File: src/hw/ise_pkg.sv
// constants, types and command codes of the status and event reporting block
//
// Function
// - status byte ANDed with poll mask, bit 6 included
// - individual flag is OR of masked bits
// - flag reported on poll and flag query
// - poll mask written and read back unchanged
// - event enable mask written and read back
// - event status latched, returned on its query
// - operation complete sets bit 0 when idle
// - query errors set event bit 2
// - device errors set bit 3, queue code
// - execution errors set bit 4, queue code
// - command errors set bit 5, queue code
// - local key sets event bit 6
// - power on sets event bit 7
// - operation condition and event parts, separate queries
// - condition bit 0 follows calibration
// - condition bit 8 follows hardcopy printing
// - bit 9 on scan block, feed always only
// - bit 10 on sweep end, continue proceeds
// - operation bit 15 always zero
// - unused positions carry no function
// - status bit 5 summarises enabled events
// - status bit 7 summarises enabled operations
package ise_pkg;

   // event status bit positions
   localparam int EV_OPC_BIT = 0;
   localparam int EV_QUERY_BIT = 2;
   localparam int EV_DEVICE_BIT = 3;
   localparam int EV_EXEC_BIT = 4;
   localparam int EV_CMD_BIT = 5;
   localparam int EV_USER_BIT = 6;
   localparam int EV_POWER_BIT = 7;
   localparam logic [7:0] EV_USED_MASK = 8'hFD;
   localparam logic [7:0] EV_RESET = 8'h80;

   // operation bit positions
   localparam int OP_CAL_BIT = 0;
   localparam int OP_MEAS_BIT = 4;
   localparam int OP_HCOPY_BIT = 8;
   localparam int OP_SCAN_BIT = 9;
   localparam int OP_SWEEP_BIT = 10;
   localparam int OP_THRESH_BIT = 13;
   localparam logic [15:0] OP_USED_MASK = 16'h2711;

   // status byte bit positions
   localparam int SB_ERRQ_BIT = 2;
   localparam int SB_QUES_BIT = 3;
   localparam int SB_MAV_BIT = 4;
   localparam int SB_EVSUM_BIT = 5;
   localparam int SB_MSS_BIT = 6;
   localparam int SB_OPER_BIT = 7;

   // reset values of the masks and registers
   localparam logic [7:0] PPOLL_MASK_RESET = 8'h00;
   localparam logic [7:0] EV_MASK_RESET = 8'h00;
   localparam logic [15:0] OP_ENABLE_RESET = 16'h0000;
   localparam logic [15:0] OP_COND_RESET = 16'h0000;
   localparam logic [15:0] OP_EVENT_RESET = 16'h0000;
   localparam logic [7:0] STATUS_BYTE_RESET = 8'h00;

   // error code ranges, inclusive bounds
   localparam logic signed [15:0] ERR_CMD_HI = -16'sd100;
   localparam logic signed [15:0] ERR_CMD_LO = -16'sd199;
   localparam logic signed [15:0] ERR_EXEC_HI = -16'sd200;
   localparam logic signed [15:0] ERR_EXEC_LO = -16'sd299;
   localparam logic signed [15:0] ERR_DEV_HI = -16'sd300;
   localparam logic signed [15:0] ERR_DEV_LO = -16'sd399;

   typedef enum logic [3:0] {
      CMD_NONE,
      CMD_PPOLL_WR,
      CMD_PPOLL_RD,
      CMD_EVMASK_WR,
      CMD_EVMASK_RD,
      CMD_EVSTAT_RD,
      CMD_FLAG_RD,
      CMD_OPC,
      CMD_OPCOND_RD,
      CMD_OPEVT_RD,
      CMD_OPENA_WR,
      CMD_OPENA_RD,
      CMD_CONTINUE
   } ise_cmd_op_t;

   typedef struct packed {
      logic valid;
      ise_cmd_op_t op;
      logic [15:0] data;
   } ise_cmd_t;

   typedef struct packed {
      logic valid;
      logic [15:0] data;
   } ise_rsp_t;

   typedef struct packed {
      logic push;
      logic signed [15:0] code;
   } ise_err_t;

endpackage

File: src/hw/ise_status_event_logic.sv
// status byte summary, event status, poll flag and operation registers
module ise_status_event_logic
   import ise_pkg::*;
(
   input wire logic clk,
   input wire logic rst_n,
   input wire ise_cmd_t cmdIn,
   output ise_rsp_t rspOut,
   input wire logic allCmdsDone,
   input wire logic readWithoutQuery,
   input wire logic newCmdBeforeFetch,
   input wire ise_err_t errIn,
   output ise_err_t errQueueOut,
   input wire logic localKey,
   input wire logic calibrating,
   input wire logic measuring,
   input wire logic hardcopyBusy,
   input wire logic scanBlockReady,
   input wire logic continuousResultFeedAlways,
   input wire logic sweepRangeEnd,
   input wire logic thresholdActive,
   input wire logic errQueueNotEmpty,
   input wire logic questionableSum,
   input wire logic messageAvailable,
   input wire logic masterSummary,
   output logic [7:0] statusByte,
   output logic istFlag
);

   ////////////////////////////////////////////////////////////////////////////
   // error code classification

   function automatic logic [7:0] classify_error(input logic signed [15:0] code);
      logic [7:0] bits;
      bits = 8'h00;
      if (code <= ERR_CMD_HI && code >= ERR_CMD_LO) begin
         bits[EV_CMD_BIT] = 1'b1;
      end else if (code <= ERR_EXEC_HI && code >= ERR_EXEC_LO) begin
         bits[EV_EXEC_BIT] = 1'b1;
      end else if ((code <= ERR_DEV_HI && code >= ERR_DEV_LO) || code > 16'sd0) begin
         bits[EV_DEVICE_BIT] = 1'b1;
      end
      return bits;
   endfunction

   ////////////////////////////////////////////////////////////////////////////
   // command decoding

   // one place decides whether a strobe carries a given command, except the query answers, which decode cmdIn.op under cmdHit
   function automatic logic cmd_is(input ise_cmd_t c, input ise_cmd_op_t op);
      return c.valid && (c.op == op);
   endfunction

   ////////////////////////////////////////////////////////////////////////////
   // state

   logic [7:0] ppollMask_q;
   logic [7:0] ppollMask_d;
   logic [7:0] evMask_q;
   logic [7:0] evMask_d;
   logic [7:0] evStatus_q;
   logic [7:0] evStatus_d;
   logic [15:0] opEnable_q;
   logic [15:0] opEnable_d;
   logic [15:0] opCond_q;
   logic [15:0] opCond_d;
   logic [15:0] opEvent_q;
   logic [15:0] opEvent_d;
   logic opcPending_q;
   logic opcPending_d;
   logic sweepHeld_q;
   logic sweepHeld_d;
   ise_rsp_t rsp_q;
   ise_rsp_t rsp_d;
   ise_err_t errQ_q;
   logic [7:0] statusByte_q;
   logic [7:0] statusByte_d;
   logic istFlag_q;
   logic istFlag_d;

   logic [7:0] evSet;
   logic [7:0] evClr;
   logic [15:0] opSet;
   logic [15:0] opClr;
   logic cmdHit;

   assign cmdHit = cmdIn.valid;

   ////////////////////////////////////////////////////////////////////////////
   // masks written by the controller

   always_comb begin
      ppollMask_d = ppollMask_q;
      evMask_d = evMask_q;
      opEnable_d = opEnable_q;
      if (cmd_is(cmdIn, CMD_PPOLL_WR)) begin
         ppollMask_d = cmdIn.data[7:0];
      end
      if (cmd_is(cmdIn, CMD_EVMASK_WR)) begin
         evMask_d = cmdIn.data[7:0];
      end
      if (cmd_is(cmdIn, CMD_OPENA_WR)) begin
         opEnable_d = cmdIn.data;
      end
   end

   always_ff @(posedge clk or negedge rst_n) begin
      if (!rst_n) begin
         ppollMask_q <= PPOLL_MASK_RESET;
      end else begin
         ppollMask_q <= ppollMask_d;
      end
   end

   always_ff @(posedge clk or negedge rst_n) begin
      if (!rst_n) begin
         evMask_q <= EV_MASK_RESET;
      end else begin
         evMask_q <= evMask_d;
      end
   end

   always_ff @(posedge clk or negedge rst_n) begin
      if (!rst_n) begin
         opEnable_q <= OP_ENABLE_RESET;
      end else begin
         opEnable_q <= opEnable_d;
      end
   end

   ////////////////////////////////////////////////////////////////////////////
   // operation complete tracking

   // pending flag survives until the execution side reports idle
   always_comb begin
      opcPending_d = opcPending_q;
      if (cmd_is(cmdIn, CMD_OPC)) begin
         opcPending_d = 1'b1;
      end else if (opcPending_q && allCmdsDone) begin
         opcPending_d = 1'b0;
      end
   end

   always_ff @(posedge clk or negedge rst_n) begin
      if (!rst_n) begin
         opcPending_q <= 1'b0;
      end else begin
         opcPending_q <= opcPending_d;
      end
   end

   ////////////////////////////////////////////////////////////////////////////
   // event status register

   always_comb begin
      evSet = 8'h00;
      evSet[EV_OPC_BIT] = opcPending_q && allCmdsDone;
      evSet[EV_QUERY_BIT] = readWithoutQuery || newCmdBeforeFetch;
      if (errIn.push) begin
         evSet = evSet | classify_error(errIn.code);
      end
      evSet[EV_USER_BIT] = localKey;
      evSet = evSet & EV_USED_MASK;
   end

   // read returns the latched value, clears, and a new event in the
   // same cycle still survives
   always_comb begin
      evClr = 8'h00;
      if (cmd_is(cmdIn, CMD_EVSTAT_RD)) begin
         evClr = 8'hFF;
      end
      evStatus_d = ((evStatus_q & ~evClr) | evSet) & EV_USED_MASK;
   end

   always_ff @(posedge clk or negedge rst_n) begin
      if (!rst_n) begin
         evStatus_q <= EV_RESET;
      end else begin
         evStatus_q <= evStatus_d;
      end
   end

   ////////////////////////////////////////////////////////////////////////////
   // error queue forwarding

   // the queue itself lives elsewhere; codes pass through one flop
   always_ff @(posedge clk or negedge rst_n) begin
      if (!rst_n) begin
         errQ_q <= '0;
      end else begin
         errQ_q.push <= errIn.push;
         errQ_q.code <= errIn.code;
      end
   end

   ////////////////////////////////////////////////////////////////////////////
   // operation condition part

   // sweep end holds until the controller sends the continue command
   always_comb begin
      sweepHeld_d = sweepHeld_q;
      if (sweepRangeEnd) begin
         sweepHeld_d = 1'b1;
      end else if (cmd_is(cmdIn, CMD_CONTINUE)) begin
         sweepHeld_d = 1'b0;
      end
   end

   always_comb begin
      opCond_d = 16'h0000;
      opCond_d[OP_CAL_BIT] = calibrating;
      opCond_d[OP_MEAS_BIT] = measuring;
      opCond_d[OP_HCOPY_BIT] = hardcopyBusy;
      // a scan block is a momentary condition; feed off means no report
      opCond_d[OP_SCAN_BIT] = scanBlockReady && continuousResultFeedAlways;
      opCond_d[OP_SWEEP_BIT] = sweepHeld_d;
      opCond_d[OP_THRESH_BIT] = thresholdActive;
      opCond_d = opCond_d & OP_USED_MASK;
   end

   always_ff @(posedge clk or negedge rst_n) begin
      if (!rst_n) begin
         sweepHeld_q <= 1'b0;
      end else begin
         sweepHeld_q <= sweepHeld_d;
      end
   end

   always_ff @(posedge clk or negedge rst_n) begin
      if (!rst_n) begin
         opCond_q <= OP_COND_RESET;
      end else begin
         opCond_q <= opCond_d;
      end
   end

   ////////////////////////////////////////////////////////////////////////////
   // operation event part

   always_comb begin
      opSet = opCond_d & ~opCond_q;
      opClr = 16'h0000;
      if (cmd_is(cmdIn, CMD_OPEVT_RD)) begin
         opClr = 16'hFFFF;
      end
      opEvent_d = ((opEvent_q & ~opClr) | opSet) & OP_USED_MASK;
   end

   always_ff @(posedge clk or negedge rst_n) begin
      if (!rst_n) begin
         opEvent_q <= OP_EVENT_RESET;
      end else begin
         opEvent_q <= opEvent_d;
      end
   end

   ////////////////////////////////////////////////////////////////////////////
   // status byte and individual status flag

   always_comb begin
      statusByte_d = 8'h00;
      statusByte_d[SB_ERRQ_BIT] = errQueueNotEmpty;
      statusByte_d[SB_QUES_BIT] = questionableSum;
      statusByte_d[SB_MAV_BIT] = messageAvailable;
      statusByte_d[SB_EVSUM_BIT] = |(evStatus_d & evMask_d);
      statusByte_d[SB_MSS_BIT] = masterSummary;
      statusByte_d[SB_OPER_BIT] = |(opEvent_d & opEnable_d);
   end

   // unlike service request masking, bit 6 counts here too
   always_comb begin
      istFlag_d = |(statusByte_d & ppollMask_d);
   end

   always_ff @(posedge clk or negedge rst_n) begin
      if (!rst_n) begin
         statusByte_q <= STATUS_BYTE_RESET;
      end else begin
         statusByte_q <= statusByte_d;
      end
   end

   always_ff @(posedge clk or negedge rst_n) begin
      if (!rst_n) begin
         istFlag_q <= 1'b0;
      end else begin
         istFlag_q <= istFlag_d;
      end
   end

   ////////////////////////////////////////////////////////////////////////////
   // query answers

   // answers show values before this cycle's clear or write
   always_comb begin
      rsp_d.valid = 1'b0;
      rsp_d.data = 16'h0000;
      if (cmdHit) begin
         case (cmdIn.op)
            CMD_PPOLL_RD: begin
               rsp_d.valid = 1'b1;
               rsp_d.data = {8'h00, ppollMask_q};
            end
            CMD_EVMASK_RD: begin
               rsp_d.valid = 1'b1;
               rsp_d.data = {8'h00, evMask_q};
            end
            CMD_EVSTAT_RD: begin
               rsp_d.valid = 1'b1;
               rsp_d.data = {8'h00, evStatus_q};
            end
            CMD_FLAG_RD: begin
               rsp_d.valid = 1'b1;
               rsp_d.data = {15'h0000, istFlag_q};
            end
            CMD_OPCOND_RD: begin
               rsp_d.valid = 1'b1;
               rsp_d.data = opCond_q;
            end
            CMD_OPEVT_RD: begin
               rsp_d.valid = 1'b1;
               rsp_d.data = opEvent_q;
            end
            CMD_OPENA_RD: begin
               rsp_d.valid = 1'b1;
               rsp_d.data = opEnable_q;
            end
            default: begin
               rsp_d.valid = 1'b0;
            end
         endcase
      end
   end

   always_ff @(posedge clk or negedge rst_n) begin
      if (!rst_n) begin
         rsp_q <= '0;
      end else begin
         rsp_q <= rsp_d;
      end
   end

   ////////////////////////////////////////////////////////////////////////////
   // outputs

   assign rspOut = rsp_q;
   assign errQueueOut = errQ_q;
   assign statusByte = statusByte_q;
   assign istFlag = istFlag_q;

endmodule // ise_status_event_logic

File: config.mk
export PLATFORM = sky130hd
export DESIGN_NAME = ise_status_event_logic
export DESIGN_NICKNAME = d
export VERILOG_FILES = /design/src/hw/ise_pkg.sv /design/src/hw/ise_status_event_logic.sv
export SDC_FILE = /design/constraint.sdc
export NUM_CORES = 1
export LEC_CHECK = 0
export ABC_AREA = 1
export BUFFER_PORTS_ARGS = -buffer_cell sky130_fd_sc_hd__buf_2
export CORE_MARGIN = 5
export CORE_UTILIZATION = 57
export DETAILED_ROUTE_END_ITERATION = 12
export PLACE_DENSITY_LB_ADDON = 0.15
export SLEW_MARGIN = 25
export SYNTH_ARGS = -nofsm -noshare
export SYNTH_HDL_FRONTEND = slang
export SYNTH_SLANG_ARGS = --single-unit
File: constraint.sdc
create_clock -name clk -period 2.5 [get_ports clk]
set_input_delay 0.625 -clock clk [delete_from_list [all_inputs] [get_ports clk]]
set_output_delay 0.625 -clock clk [all_outputs]
set_load 0.1 [all_outputs]
Word-level counts from Yosys, hierarchy flattened
Index checks and enable logic that the tools add are counted.
{"block": "word_totals", "ff_bits": 94, "latch_bits": 0, "ramBits": 0, "romBits": 0, "in_bits": 55, "out_inout_bits": 43, "n_memories": 0}
{"block": "classes", "n_addsub": 0, "multipliers": 0, "div_mod_pow": 0, "n_lt_le_gt_ge": 7, "n_eq_ne": 12, "shifts": 0, "mux": 20, "n_bitwise": 12, "n_reduce_logical": 19}
{"op": "one-hot mux 16 bit (7 select lines)", "n": 1}
{"op": "greater-or-equal comparator 16 x 10 -> 1 bit, second input constant", "n": 2}
{"op": "bitwise AND 14 bit", "n": 2}
{"op": "inverter 14 bit", "n": 2}
{"op": "bitwise AND 8 bit", "n": 3}
{"op": "2-to-1 mux 8 bit", "n": 3}
{"op": "equality test 4 bit, second input constant", "n": 5}
{"op": "2-to-1 mux 17 bit", "n": 1}
{"op": "bitwise AND 14 x 16 -> 16 bit", "n": 1}
{"op": "equality test 4 x 3 -> 1 bit, second input constant", "n": 4}
{"op": "greater-or-equal comparator 16 x 9 -> 1 bit, second input constant", "n": 1}
{"op": "> comparator 16 x 1 -> 1 bit, second input constant", "n": 1}
{"op": "less-or-equal comparator 16 x 10 -> 1 bit, second input constant", "n": 1}
{"op": "less-or-equal comparator 16 x 8 -> 1 bit, second input constant", "n": 1}
{"op": "less-or-equal comparator 16 x 9 -> 1 bit, second input constant", "n": 1}
{"op": "2-to-1 mux 16 bit", "n": 1}
{"op": "OR reduction 16 bit", "n": 1}
{"op": "OR reduction 8 bit", "n": 2}
{"op": "2-to-1 mux 14 bit", "n": 1}
{"op": "bitwise OR 14 bit", "n": 1}
{"op": "logical AND 1 bit", "n": 12}
{"op": "2-to-1 mux 1 bit", "n": 10}
{"op": "equality test 4 x 2 -> 1 bit, second input constant", "n": 2}
{"op": "inverter 8 bit", "n": 1}
{"op": "other kinds (8)", "n": 10}

Depth between registers and ports, before layout
Gate-level depths: netlist of the first run.
{"block": "logic_depth", "ltp_word": 14, "depth_mapped": 16}

Worst setup path before layout of the first run
No wires, ideal clock.
{"block": "synth_path", "path_kind": "input to register", "start": "in cmdIn[20] in the netlist's numbering", "end": "reg istFlag_q, in the netlist istFlag", "setup_ns": 0.119, "arrival_ns": 1.748, "required_ns": 2.381, "setup_slack_ns": 0.633, "cell_stages": 15, "n_path_buf": 2, "path_cell_list": "buf_6 -> inv_4 -> nor2_4 -> nand2_2 -> buf_6 -> nand2_1 -> o21ai_2 -> nand2_1 -> nand2_1 -> nor2_2 -> nand2_1 -> nor2_1 -> nand2_1 -> nand2_1 -> nand2_1"}
{"element": "start, declared", "line_no": "ise_status_event_logic.sv:7", "source": "input wire ise_cmd_t cmdIn,"}
{"element": "logical AND 1 bit", "line_no": "ise_status_event_logic.sv:51", "source": "return c.valid && (c.op == op);"}
{"element": "2-to-1 mux 8 bit", "line_no": "ise_status_event_logic.sv:99", "source": "if (cmd_is(cmdIn, CMD_EVMASK_WR)) begin"}
{"element": "named net evMask_d[0]", "line_no": "ise_status_event_logic.sv:60", "source": "logic [7:0] evMask_d;"}
{"element": "bitwise AND 8 bit", "line_no": "ise_status_event_logic.sv:266", "source": "statusByte_d[SB_EVSUM_BIT] = |(evStatus_d & evMask_d);"}
{"element": "OR reduction 8 bit", "line_no": "ise_status_event_logic.sv:266"}
{"element": "named net statusByte_d[5]", "line_no": "ise_status_event_logic.sv:77", "source": "logic [7:0] statusByte_d;"}
{"element": "bitwise AND 8 bit", "line_no": "ise_status_event_logic.sv:273", "source": "istFlag_d = |(statusByte_d & ppollMask_d);"}
{"element": "OR reduction 8 bit", "line_no": "ise_status_event_logic.sv:273"}
{"element": "named net istFlag_d", "line_no": "ise_status_event_logic.sv:79", "source": "logic istFlag_d;"}
{"element": "end signal, assigned", "line_no": "ise_status_event_logic.sv:288", "source": "istFlag_q <= istFlag_d;"}
{"element": "end, declared", "line_no": "ise_status_event_logic.sv:78", "source": "logic istFlag_q;"}
The timed path passes the listed nets, and every way through them passes these cells.
A chain may end at the register's enable or synchronous reset.

Final worst setup path of the first run
{"block": "layout_path", "start": "reg istFlag_q, in the netlist istFlag", "end": "out istFlag"}
{"element": "end, declared", "line_no": "ise_status_event_logic.sv:27", "source": "output logic istFlag"}
No word-level cell between the ends.

==> results.tsv, run 1 <==
metric	value	unit
port bufs	95	
CP cell instances	buf_2	
max-cap violations	0	
postcts setup bufs	0	
type of origin of the critical path	flip-flop	
Core Region	0.00676	mm^2
net switching power figure	1170	uW
Clock transition at path regs	0.09	ns
Core Rows	30	
dpl hpwl	7.00	mm
Register Area	0.00233	mm^2
TritonCTS buffer count	9	
Final setup viols	0	
Critical Path RT	1.88	ns
DRT Pass-1 Iters	5	
cts hold-fix bufs	0	
leakage	0.00255	uW
mux contribution to synthesized area	0.00572	
clock root buffer	clkbuf_8	
synthesized area	0.00394	mm^2
H-tree levels	3	
Antenna Cells	0	
wire per inst	14.7	um
Cell variety after synth	36	
DRT Wirelength	9.09	mm
synthesis-to-layout area growth	20.0	%
CTS tree	built	
sw frac	0.330	
Logic pwr share	0.220	
GP Congestion	0.910	
Initial Util	0.583	
setup repair after global routing missed its margin	no	
Crit path max-delay family	buffers and inverters	
Routed Antenna Nets	0	
Internal	2370	uW
Critical-path top delay cell	buf_2	
CTS resizes	0	
DRT iter0 DRCs	158	
Die ar.	0.00867	mm^2
Top-Level Pins	98	
min Tclk post-route	1.81	ns
first-pass GRT wire length	15.0	mm
Final #Nets	590	
Die Height	93.1	um
area of the multi-input gates	0.00129	mm^2
CP max FO	2	
peak per-stage delay on the critical path	0.44	ns
flops & latches, synth	93	
Setup crit end kind	output port	
Power Dens Cells	748	mW/mm^2
all-layer global routing usage	0.224	
syn avg cell area	9.18	um^2
Max Clk Rate	553	MHz
Die W	93.1	um
Layout Skew	0.00978	ns
Slew Limit Fails	0	
WP buf/inv	1	
maximum vdd drop	499	uV
Skew-Pair Late Insertion Delay	0.35	ns
setup TNS	0	ns
Final Instance Area	0.00473	mm^2
share of layout cells above drive strength 1	0.267	
post-synthesis cell count	429	
Synth warnings	0	
post-synthesis compound-gate area fraction	0.108	
largest net degree at the start of global routing	43	
Overall Power	3530	uW
status	finished clean	
WP data arrival	1.18	ns
largest family of logic cells by synthesized area	simple AND/OR/NAND/NOR gates	
Placed Area	0.00453	mm^2
Fin. Hold Viols	0	
HP Class	in -> async	
Post-Synth Adder-Cell Area	0	
WS Path Type	reg -> out	
post-detailed-route DRC marker count	0	
Synth Area in XOR/XNOR	0	
clock share of power	0.283	
post-route clock period utilization	0.723	
Seq pwr share	0.496	
sequential share of the synthesized area	0.591	
via count	3270	
clk sinks	93	
initial antenna violation count	0	
Clock Path Buffers	2	
vias in the first global route	3145	
fillers	558	
routed vias/inst	5.27	
Post-Synth Simple-Gate Area	0.211	
GRT overflow	0	
hold slack	0.206	ns
-- sequential cells by signal, summed over array words and instances, names as in the netlist --
name          count
statusByte        6
evMask_q          8
rspOut           17
opCond_q          6
opcPending_q      1
ppollMask_q       8
evStatus_q        7
opEvent_q         6
errQueueOut      17
istFlag           1
opEnable_q       16
-- cell families (layout without fill, tap and decap cells) --
kind of cell | after synthesis | in the layout
AO/OA/AOI/OAI | 67 | 67
buffers and inverters | 77 | 187
flip-flops | 93 | 93
multiplexers | 2 | 2
other | 1 | 2
AND/OR/NAND/NOR | 189 | 189
-- synth_stat cells (all sizes together) --
cell type / n / share of area
buf: 6 / 0.014
mux2: 2 / 0.0057
nor3: 1 / 0.0013
o221ai: 4 / 0.0089
o21a: 1 / 0.0019
nand4: 3 / 0.0048
a22o: 1 / 0.0022
inv: 68 / 0.067
a21o: 1 / 0.0019
dfstp: 1 / 0.0067
o21ai: 30 / 0.042
o211ai: 1 / 0.0019
nand3: 17 / 0.022
nor2: 38 / 0.048
nand2: 126 / 0.13
nand3b: 1 / 0.0019
a41oi: 2 / 0.0044
conb: 1 / 0.00095
dfrtp: 92 / 0.58
nor4: 3 / 0.0048
o22ai: 12 / 0.019
a221oi: 6 / 0.013
clkbuf: 3 / 0.0029
a21oi: 9 / 0.012
-- final cells by class --
class,count,share of cell area
Inverter,68,0.0556
Clock inverter,5,0.0122
Multi-Input combinational cell,260,0.272
Sequential cell,93,0.493
Timing Repair Buffer,103,0.116
Tap cell,80,0.0212
Clock buffer,11,0.0299
-- power groups by stage --
stage / sequential, uW / combinational, uW / clock (uW)
6_report: 1750 / 778 / 1000
3_3_place_gp: 1780 / 766 / 0
4_1_cts: 1750 / 783 / 1030
3_5_place_dp: 1780 / 778 / 0
5_1_grt: 1770 / 853 / 1100
2_1_floorplan: 2020 / 308 / 0
-- layer usage --
metal	up-vias	track usage	part of all wire	wire length, um
met3	9	0.0740	0.089	808
met5	-	0	0	0
met2	118	0.341	0.46	4160
met1	1561	0.312	0.44	4030
li1	1582	-	-	-
met4	0	0.0562	0.0096	87
-- worst paths after layout --
check | depth (start not counted) | from | to | slack [ns]
setup / recovery | 1 | istFlag$_DFF_PN0_ | istFlag | 0.69
hold / removal | 1 | rst_n | opcPending_q$_DFFE_PN0P_ | 0.21
setup reg to reg | 10 | opcPending_q$_DFFE_PN0P_ | istFlag$_DFF_PN0_ | 1.24
hold reg to reg | 2 | opEnable_q[12]$_DFFE_PN0P_ | rspOut[12]$_DFF_PN0_ | 0.49
max in group asynchronous | 2 | rst_n | evStatus_q[7]$_DFF_PN1_ | 1.63
min in group clk | 1 | hardcopyBusy | opCond_q[8]$_DFF_PN0_ | 0.38
-- cells in the final DEF, fill, tap and decap left out, types with 5 or more instances in the layout --
cell type,netlist,layout
o22ai_1,12,12
buf_2,1,94
buf_4,2,8
o21ai_0,21,21
dfrtp_1,92,92
o21ai_1,5,5
nand2_1,119,119
inv_1,64,64
nor2_1,31,31
nand3_1,17,17
a21oi_1,8,8
a221oi_1,6,6
clkbuf_8,0,10
nor2_4,6,6
-- metrics by stage --
step / setup WS (ns) / utilization / cells
2_1_floorplan: 0.633 / - / 430
3_5_place_dp: 0.334 / 0.670 / 604
4_1_cts: 0.676 / 0.700 / 620
3_3_place_gp: 0.386 / 0.670 / 604
6_report: 0.692 / 0.700 / 620
5_1_grt: 0.516 / 0.700 / 620
(Power assumes the default switching activity.)
==> inputs of run 2 (changes only) <==
--- a/config.mk
+++ b/config.mk
@@ -5,10 +5,10 @@
 export SDC_FILE = /design/constraint.sdc
 export NUM_CORES = 1
 export LEC_CHECK = 0
-export ABC_AREA = 1
+export ABC_AREA = 0
 export BUFFER_PORTS_ARGS = -buffer_cell sky130_fd_sc_hd__buf_2
 export CORE_MARGIN = 5
-export CORE_UTILIZATION = 57
+export CORE_UTILIZATION = 52
 export DETAILED_ROUTE_END_ITERATION = 12
 export PLACE_DENSITY_LB_ADDON = 0.15
 export SLEW_MARGIN = 25
==> constraint.sdc (replaced) <==
create_clock -name clk -period 1.7 [get_ports clk]
set_input_delay 0.425 -clock clk [delete_from_list [all_inputs] [get_ports clk]]
set_output_delay 0.425 -clock clk [all_outputs]
set_load 0.1 [all_outputs]
==> results.tsv, run 2 <==
metric	value	unit
status	complete, but fails checks	
violated checks	setup timing	
clk sinks	93	
post-route clock period utilization	1.20	
synthesis-to-layout area growth	38.1	%
clock share of power	0.296	
Synth warnings	0	
Setup crit end kind	flip-flop	
CP cell instances	buf_6 > nand3b_1 > nor3b_4 > buf_12 > mux2_4 > o2bb2ai_2 > a2111o_1 > a221o_1	
Slew Limit Fails	0	
via count	3075	
initial antenna violation count	0	
Final setup viols	3	
gr busiest metal	met2	
Max Clk Rate	490	MHz
wire per inst	16.4	um
flops & latches, synth	93	
DRT Wirelength	9.49	mm
clock root buffer	clkbuf_8	
min Tclk post-route	2.04	ns
Core Rows	31	
grt met1 use	0.303	
net switching power figure	1730	uW
non-filler cells, final	577	
Fin. Hold Viols	0	
Initial Util	0.529	
met2 GRT Util	0.346	
Critical-path top delay cell	a2111o_1	
EDFF count, synth	0	
final core utilization	0.730	
Synth Flop Type	dfrtp_1	
DRT iter0 DRCs	168	
Routed Antenna Nets	0	
CP max FO	7	
WP buf/inv	2	
Seq pwr share	0.470	
WS Path Type	in -> reg	
vias in the first global route	3072	
CTS tree	built	
largest net degree at the start of global routing	29	
Die ar.	0.00915	mm^2
GRT overflow	0	
Layout Skew	0.0140	ns
leakage	0.00258	uW
most common cell after layout, fill and taps aside	dfrtp_1	
ys async rst share	1.00	
Critical Path RT	1.94	ns
Power Dens Cells	1050	mW/mm^2
Cell variety after synth	58	
Die Height	95.7	um
post-synth top area cell	dfrtp_1	
met3 Use GR	0.0426	
share of layout cells above drive strength 1	0.467	
Internal	3820	uW
maximum vdd drop	657	uV
routed vias/inst	5.33	
peak per-stage delay on the critical path	0.36	ns
post-synthesis cell count	308	
DRT Pass-1 Iters	4	
Clock Path Buffers	2	
sw frac	0.312	
Antenna Cells	0	
Clock transition at path regs	0.09	ns
Cells after DPL	556	
Final #Nets	528	
Skew-Pair Late Insertion Delay	0.36	ns
sequential share of the synthesized area	0.610	
setup repair after global routing missed its margin	yes	
syn avg cell area	12.4	um^2
type of origin of the critical path	input pin	
synthesized area	0.00381	mm^2
top-count cell post-synth	dfrtp_1	
HP Class	in -> reg	
Top-Level Pins	98	
all-layer global routing usage	0.221	
commonest non-fill, non-tap cells in the layout	92 x dfrtp_1, 89 x buf_2, 67 x buf_4	
Place WS	-0.749	ns
Post-synth top cells	92 x dfrtp_1, 27 x mux2_2, 17 x inv_1, 16 x nand2_1, 16 x nor2_1	
most area-consuming cells after synthesis	dfrtp_1 60%, mux2_2 8.0%, mux2i_1 2.4%, a22o_1 1.8%, a22oi_1 1.8%	
first-pass GRT wire length	15.4	mm
setup TNS	-0.452	ns
max-cap violations	0	
H-tree levels	3	
TritonCTS buffer count	9	
WP data arrival	2.28	ns
port bufs	95	
final worst slack	-0.340	ns
Die W	95.7	um
post-detailed-route DRC marker count	0	
dpl hpwl	7.11	mm
GP Congestion	0.904	
Crit path max-delay family	compound AO/OA/AOI/OAI gates	
Logic pwr share	0.234	
Core Region	0.00721	mm^2
top-area cell type share of the netlist area	0.603	
## run 2: changes by cell type in the layout (fill, tap and decap cells not counted), sizes merged, moves of 21 or more
cell,before,now
mux2,2,27
o21ai,30,9
nor2,38,16
nand2,126,17
inv,70,17
buf,103,165
## run 2: kinds of logic (layout without fill, tap and decap cells)
kind of cell	after synthesis	count (layout)	synth area share
AOI/OAI and AO/OA	66	66	0.130
buffers and inverters	30	199	0.0325
DFF	93	93	0.610
other	1	2	0.000983
and+or+nand+nor	82	82	0.123
muxes	36	36	0.103
## run 2: layer usage
metal / share of wire / vias up
met5: 0 / -
met3: 0.055 / 12
met4: 0.015 / 0
met1: 0.44 / 1532
met2: 0.49 / 88
li1: - / 1443
## run 2: metrics by stage
| stage | cell area, um^2 | hold slack [ns] | total power, uW |
|---|---|---|---|
| 2_1_floorplan | 3900 | 0.129 | 3470 |
| 3_3_place_gp | 4930 | 0.358 | 3870 |
| 3_5_place_dp | 4930 | 0.361 | 3900 |
| 4_1_cts | 5250 | 0.174 | 5580 |
| 5_1_grt | 5270 | 0.164 | 5800 |
| 6_report | 5270 | 0.186 | 5550 |
## run 2: power groups by stage
stage / Combinational, uW / Clock (uW) / Sequential (uW)
2_1_floorplan: 462 / 0 / 3010
3_3_place_gp: 1230 / 0 / 2640
3_5_place_dp: 1250 / 0 / 2650
4_1_cts: 1290 / 1680 / 2610
5_1_grt: 1380 / 1780 / 2640
6_report: 1300 / 1640 / 2610
## run 2: final timing paths
check                      slack [ns]  cells after the start                  startpoint                    endpoint
max                             -0.34                      8                   cmdIn[18]           istFlag$_DFF_PN0_
min                              0.19                      1             thresholdActive      opCond_q[13]$_DFF_PN0_
max reg2reg                     -0.01                      4     evStatus_q[2]$_DFF_PN0_           istFlag$_DFF_PN0_
min reg2reg                      0.49                      1  opEnable_q[12]$_DFFE_PN0P_        rspOut[12]$_DFF_PN0_
max in group asynchronous        0.60                      3                       rst_n           istFlag$_DFF_PN0_
min in group asynchronous        0.51                      2                       rst_n  opEnable_q[11]$_DFFE_PN0P_
## run 2: what timing repair did
| action | in CTS | in global routing |
|---|---|---|
| gates resized for setup | 16 | 3 |
| hold endpoints to repair | 22 | 0 |
| buffers inserted | 3 | 1 |
| pin swaps | 9 | 2 |
| endpoints found under the setup margin | 3 | 3 |
| hold buffers | 1 | 0 |
## run 2: area by class of cell
class | instances | area (um^2)
multi-input combinational | 186 | 1440
fill | 531 | 1950
clock buffer | 10 | 138
clock inverter | 6 | 86.3
inverter | 17 | 63.8
tap | 99 | 124
sequential | 93 | 2330
timing repair buffer | 166 | 1080
==> inputs of run 3 (changes only) <==
--- a/config.mk
+++ b/config.mk
@@ -10,7 +10,7 @@
 export CORE_MARGIN = 5
 export CORE_UTILIZATION = 52
 export DETAILED_ROUTE_END_ITERATION = 12
-export PLACE_DENSITY_LB_ADDON = 0.15
+export PLACE_DENSITY = 0.83
 export SLEW_MARGIN = 25
 export SYNTH_ARGS = -nofsm -noshare
 export SYNTH_HDL_FRONTEND = slang
==> results.tsv, run 3 (synthesized netlist as in run 2, its figures left out) <==
metric	value	unit
status	complete, but fails checks	
violated checks	setup timing	
hold slack	0.179	ns
share of layout cells above drive strength 1	0.451	
max-cap violations	0	
Core Region	0.00721	mm^2
via count	3090	
final worst slack	-0.359	ns
Die ar.	0.00915	mm^2
DRT Wirelength	9.97	mm
clk sinks	93	
wire per inst	17.5	um
most common cell after layout, fill and taps aside	dfrtp_1	
Top-Level Pins	98	
WP data arrival	2.31	ns
largest net degree at the start of global routing	43	
commonest non-fill, non-tap cells in the layout	92 x dfrtp_1, 90 x buf_2, 61 x buf_4	
synthesis-to-layout area growth	35.8	%
Setup crit end kind	flip-flop	
WP buf/inv	2	
GP Congestion	0.896	
CP max FO	6	
maximum vdd drop	631	uV
Critical-path top delay cell	a2111o_1	
CP cell instances	buf_6 > nand3b_1 > nor3b_4 > buf_12 > mux2_4 > a21boi_2 > a2111o_1 > a221o_1	
Core Rows	31	
Max Clk Rate	486	MHz
GRT overflow	0	
Crit path max-delay family	compound AO/OA/AOI/OAI gates	
HP Class	in -> reg	
post-route clock period utilization	1.21	
Slew Limit Fails	0	
Die Height	95.7	um
Die W	95.7	um
Overall Power	5380	uW
first-pass GRT wire length	16.1	mm
WS Path Type	in -> reg	
Skew-Pair Late Insertion Delay	0.36	ns
H-tree levels	3	
min Tclk post-route	2.06	ns
all-layer global routing usage	0.237	
DRT Pass-1 Iters	5	
clock root buffer	clkbuf_8	
fillers	519	
leakage	0.00253	uW
TritonCTS buffer count	9	
Fin. Hold Viols	0	
Routed Antenna Nets	0	
type of origin of the critical path	input pin	
post-detailed-route DRC marker count	0	
Antenna Cells	0	
setup repair after global routing missed its margin	yes	
routed vias/inst	5.41	
Clock transition at path regs	0.09	ns
peak per-stage delay on the critical path	0.38	ns
initial antenna violation count	0	
DRT iter0 DRCs	212	
Layout Skew	0.0116	ns
vias in the first global route	3210	
Initial Util	0.529	
CTS tree	built	
Power Dens Cells	1040	mW/mm^2
port bufs	95	
Clock Path Buffers	2	
Critical Path RT	1.95	ns
dpl hpwl	7.59	mm
Final #Nets	522	
Final setup viols	2	
run 3: cell count changes in the layout (fill, tap and decap cells not counted), sizes merged:
cell    change
bufinv      -1
clkbuf      +2
buf         -7
run 3: per-stage QoR:
stage	cells	setup slack [ns]	instance area, um^2	TNS (ns)	util
after floorplan	309	-0.555	3900	-3.65	-
after global placement	550	-0.706	4910	-2.88	0.680
after detailed placement	550	-0.745	4910	-3.22	0.680
after CTS	569	-0.334	5150	-0.382	0.714
after global routing	571	-0.429	5180	-0.592	0.718
final	571	-0.359	5180	-0.438	0.718
run 3: worst reg2reg max path: stages (launching register included):
cell and delay [ns]:
dfrtp_1 0.40, mux2_4 0.28, a222oi_1 0.38, nand4_1 0.17
a221o_1 0.33
run 3: final timing paths:
kind | slack (ns) | start | cells past startpoint | end
worst max-delay path | -0.36 | cmdIn[18] | 8 | istFlag$_DFF_PN0_
worst min-delay path | 0.18 | hardcopyBusy | 1 | opCond_q[8]$_DFF_PN0_
worst max register to register | 0.03 | evMask_q[2]$_DFF_PN0_ | 4 | istFlag$_DFF_PN0_
worst min register to register | 0.49 | opEnable_q[12]$_DFFE_PN0P_ | 1 | rspOut[12]$_DFF_PN0_
max in group asynchronous | 0.69 | rst_n | 3 | evStatus_q[7]$_DFF_PN1_
min in group asynchronous | 0.48 | rst_n | 2 | errQueueOut[2]$_DFF_PN0_
run 3: area by class of cell:
| class | count | area, um^2 | area share |
|---|---|---|---|
| Sequential cell | 93 | 2330 | 0.449 |
| Multi-Input combinational cell | 186 | 1430 | 0.275 |
| Timing Repair Buffer | 160 | 1040 | 0.201 |
| Clock buffer | 11 | 141 | 0.0273 |
| Tap cell | 99 | 124 | 0.0239 |
| Inverter | 17 | 63.8 | 0.0123 |
| Clock inverter | 5 | 60.1 | 0.0116 |
run 3: where the power goes:
part,internal [uW],switching (uW),leakage [uW]
sequential,2470,142,0.00112
combinational,466,822,0.00131
clock,723,756,0.0000995
total,3660,1720,0.00253
run 3: timing repair:
item,4_1_cts,5_1_grt
pin swaps,3,3
endpoints found under the hold margin,17,0
setup endpoints to repair,3,3
hold buffers,1,0
setup buffers,2,2
resized for setup,6,4
run 3: per-layer routing:
metal / track usage / up-vias / part of all wire
met5: 0 / - / 0
met1: 0.308 / 1515 / 0.40
met4: 0.0841 / 0 / 0.025
met3: 0.0647 / 21 / 0.078
met2: 0.384 / 123 / 0.49
li1: - / 1431 / -
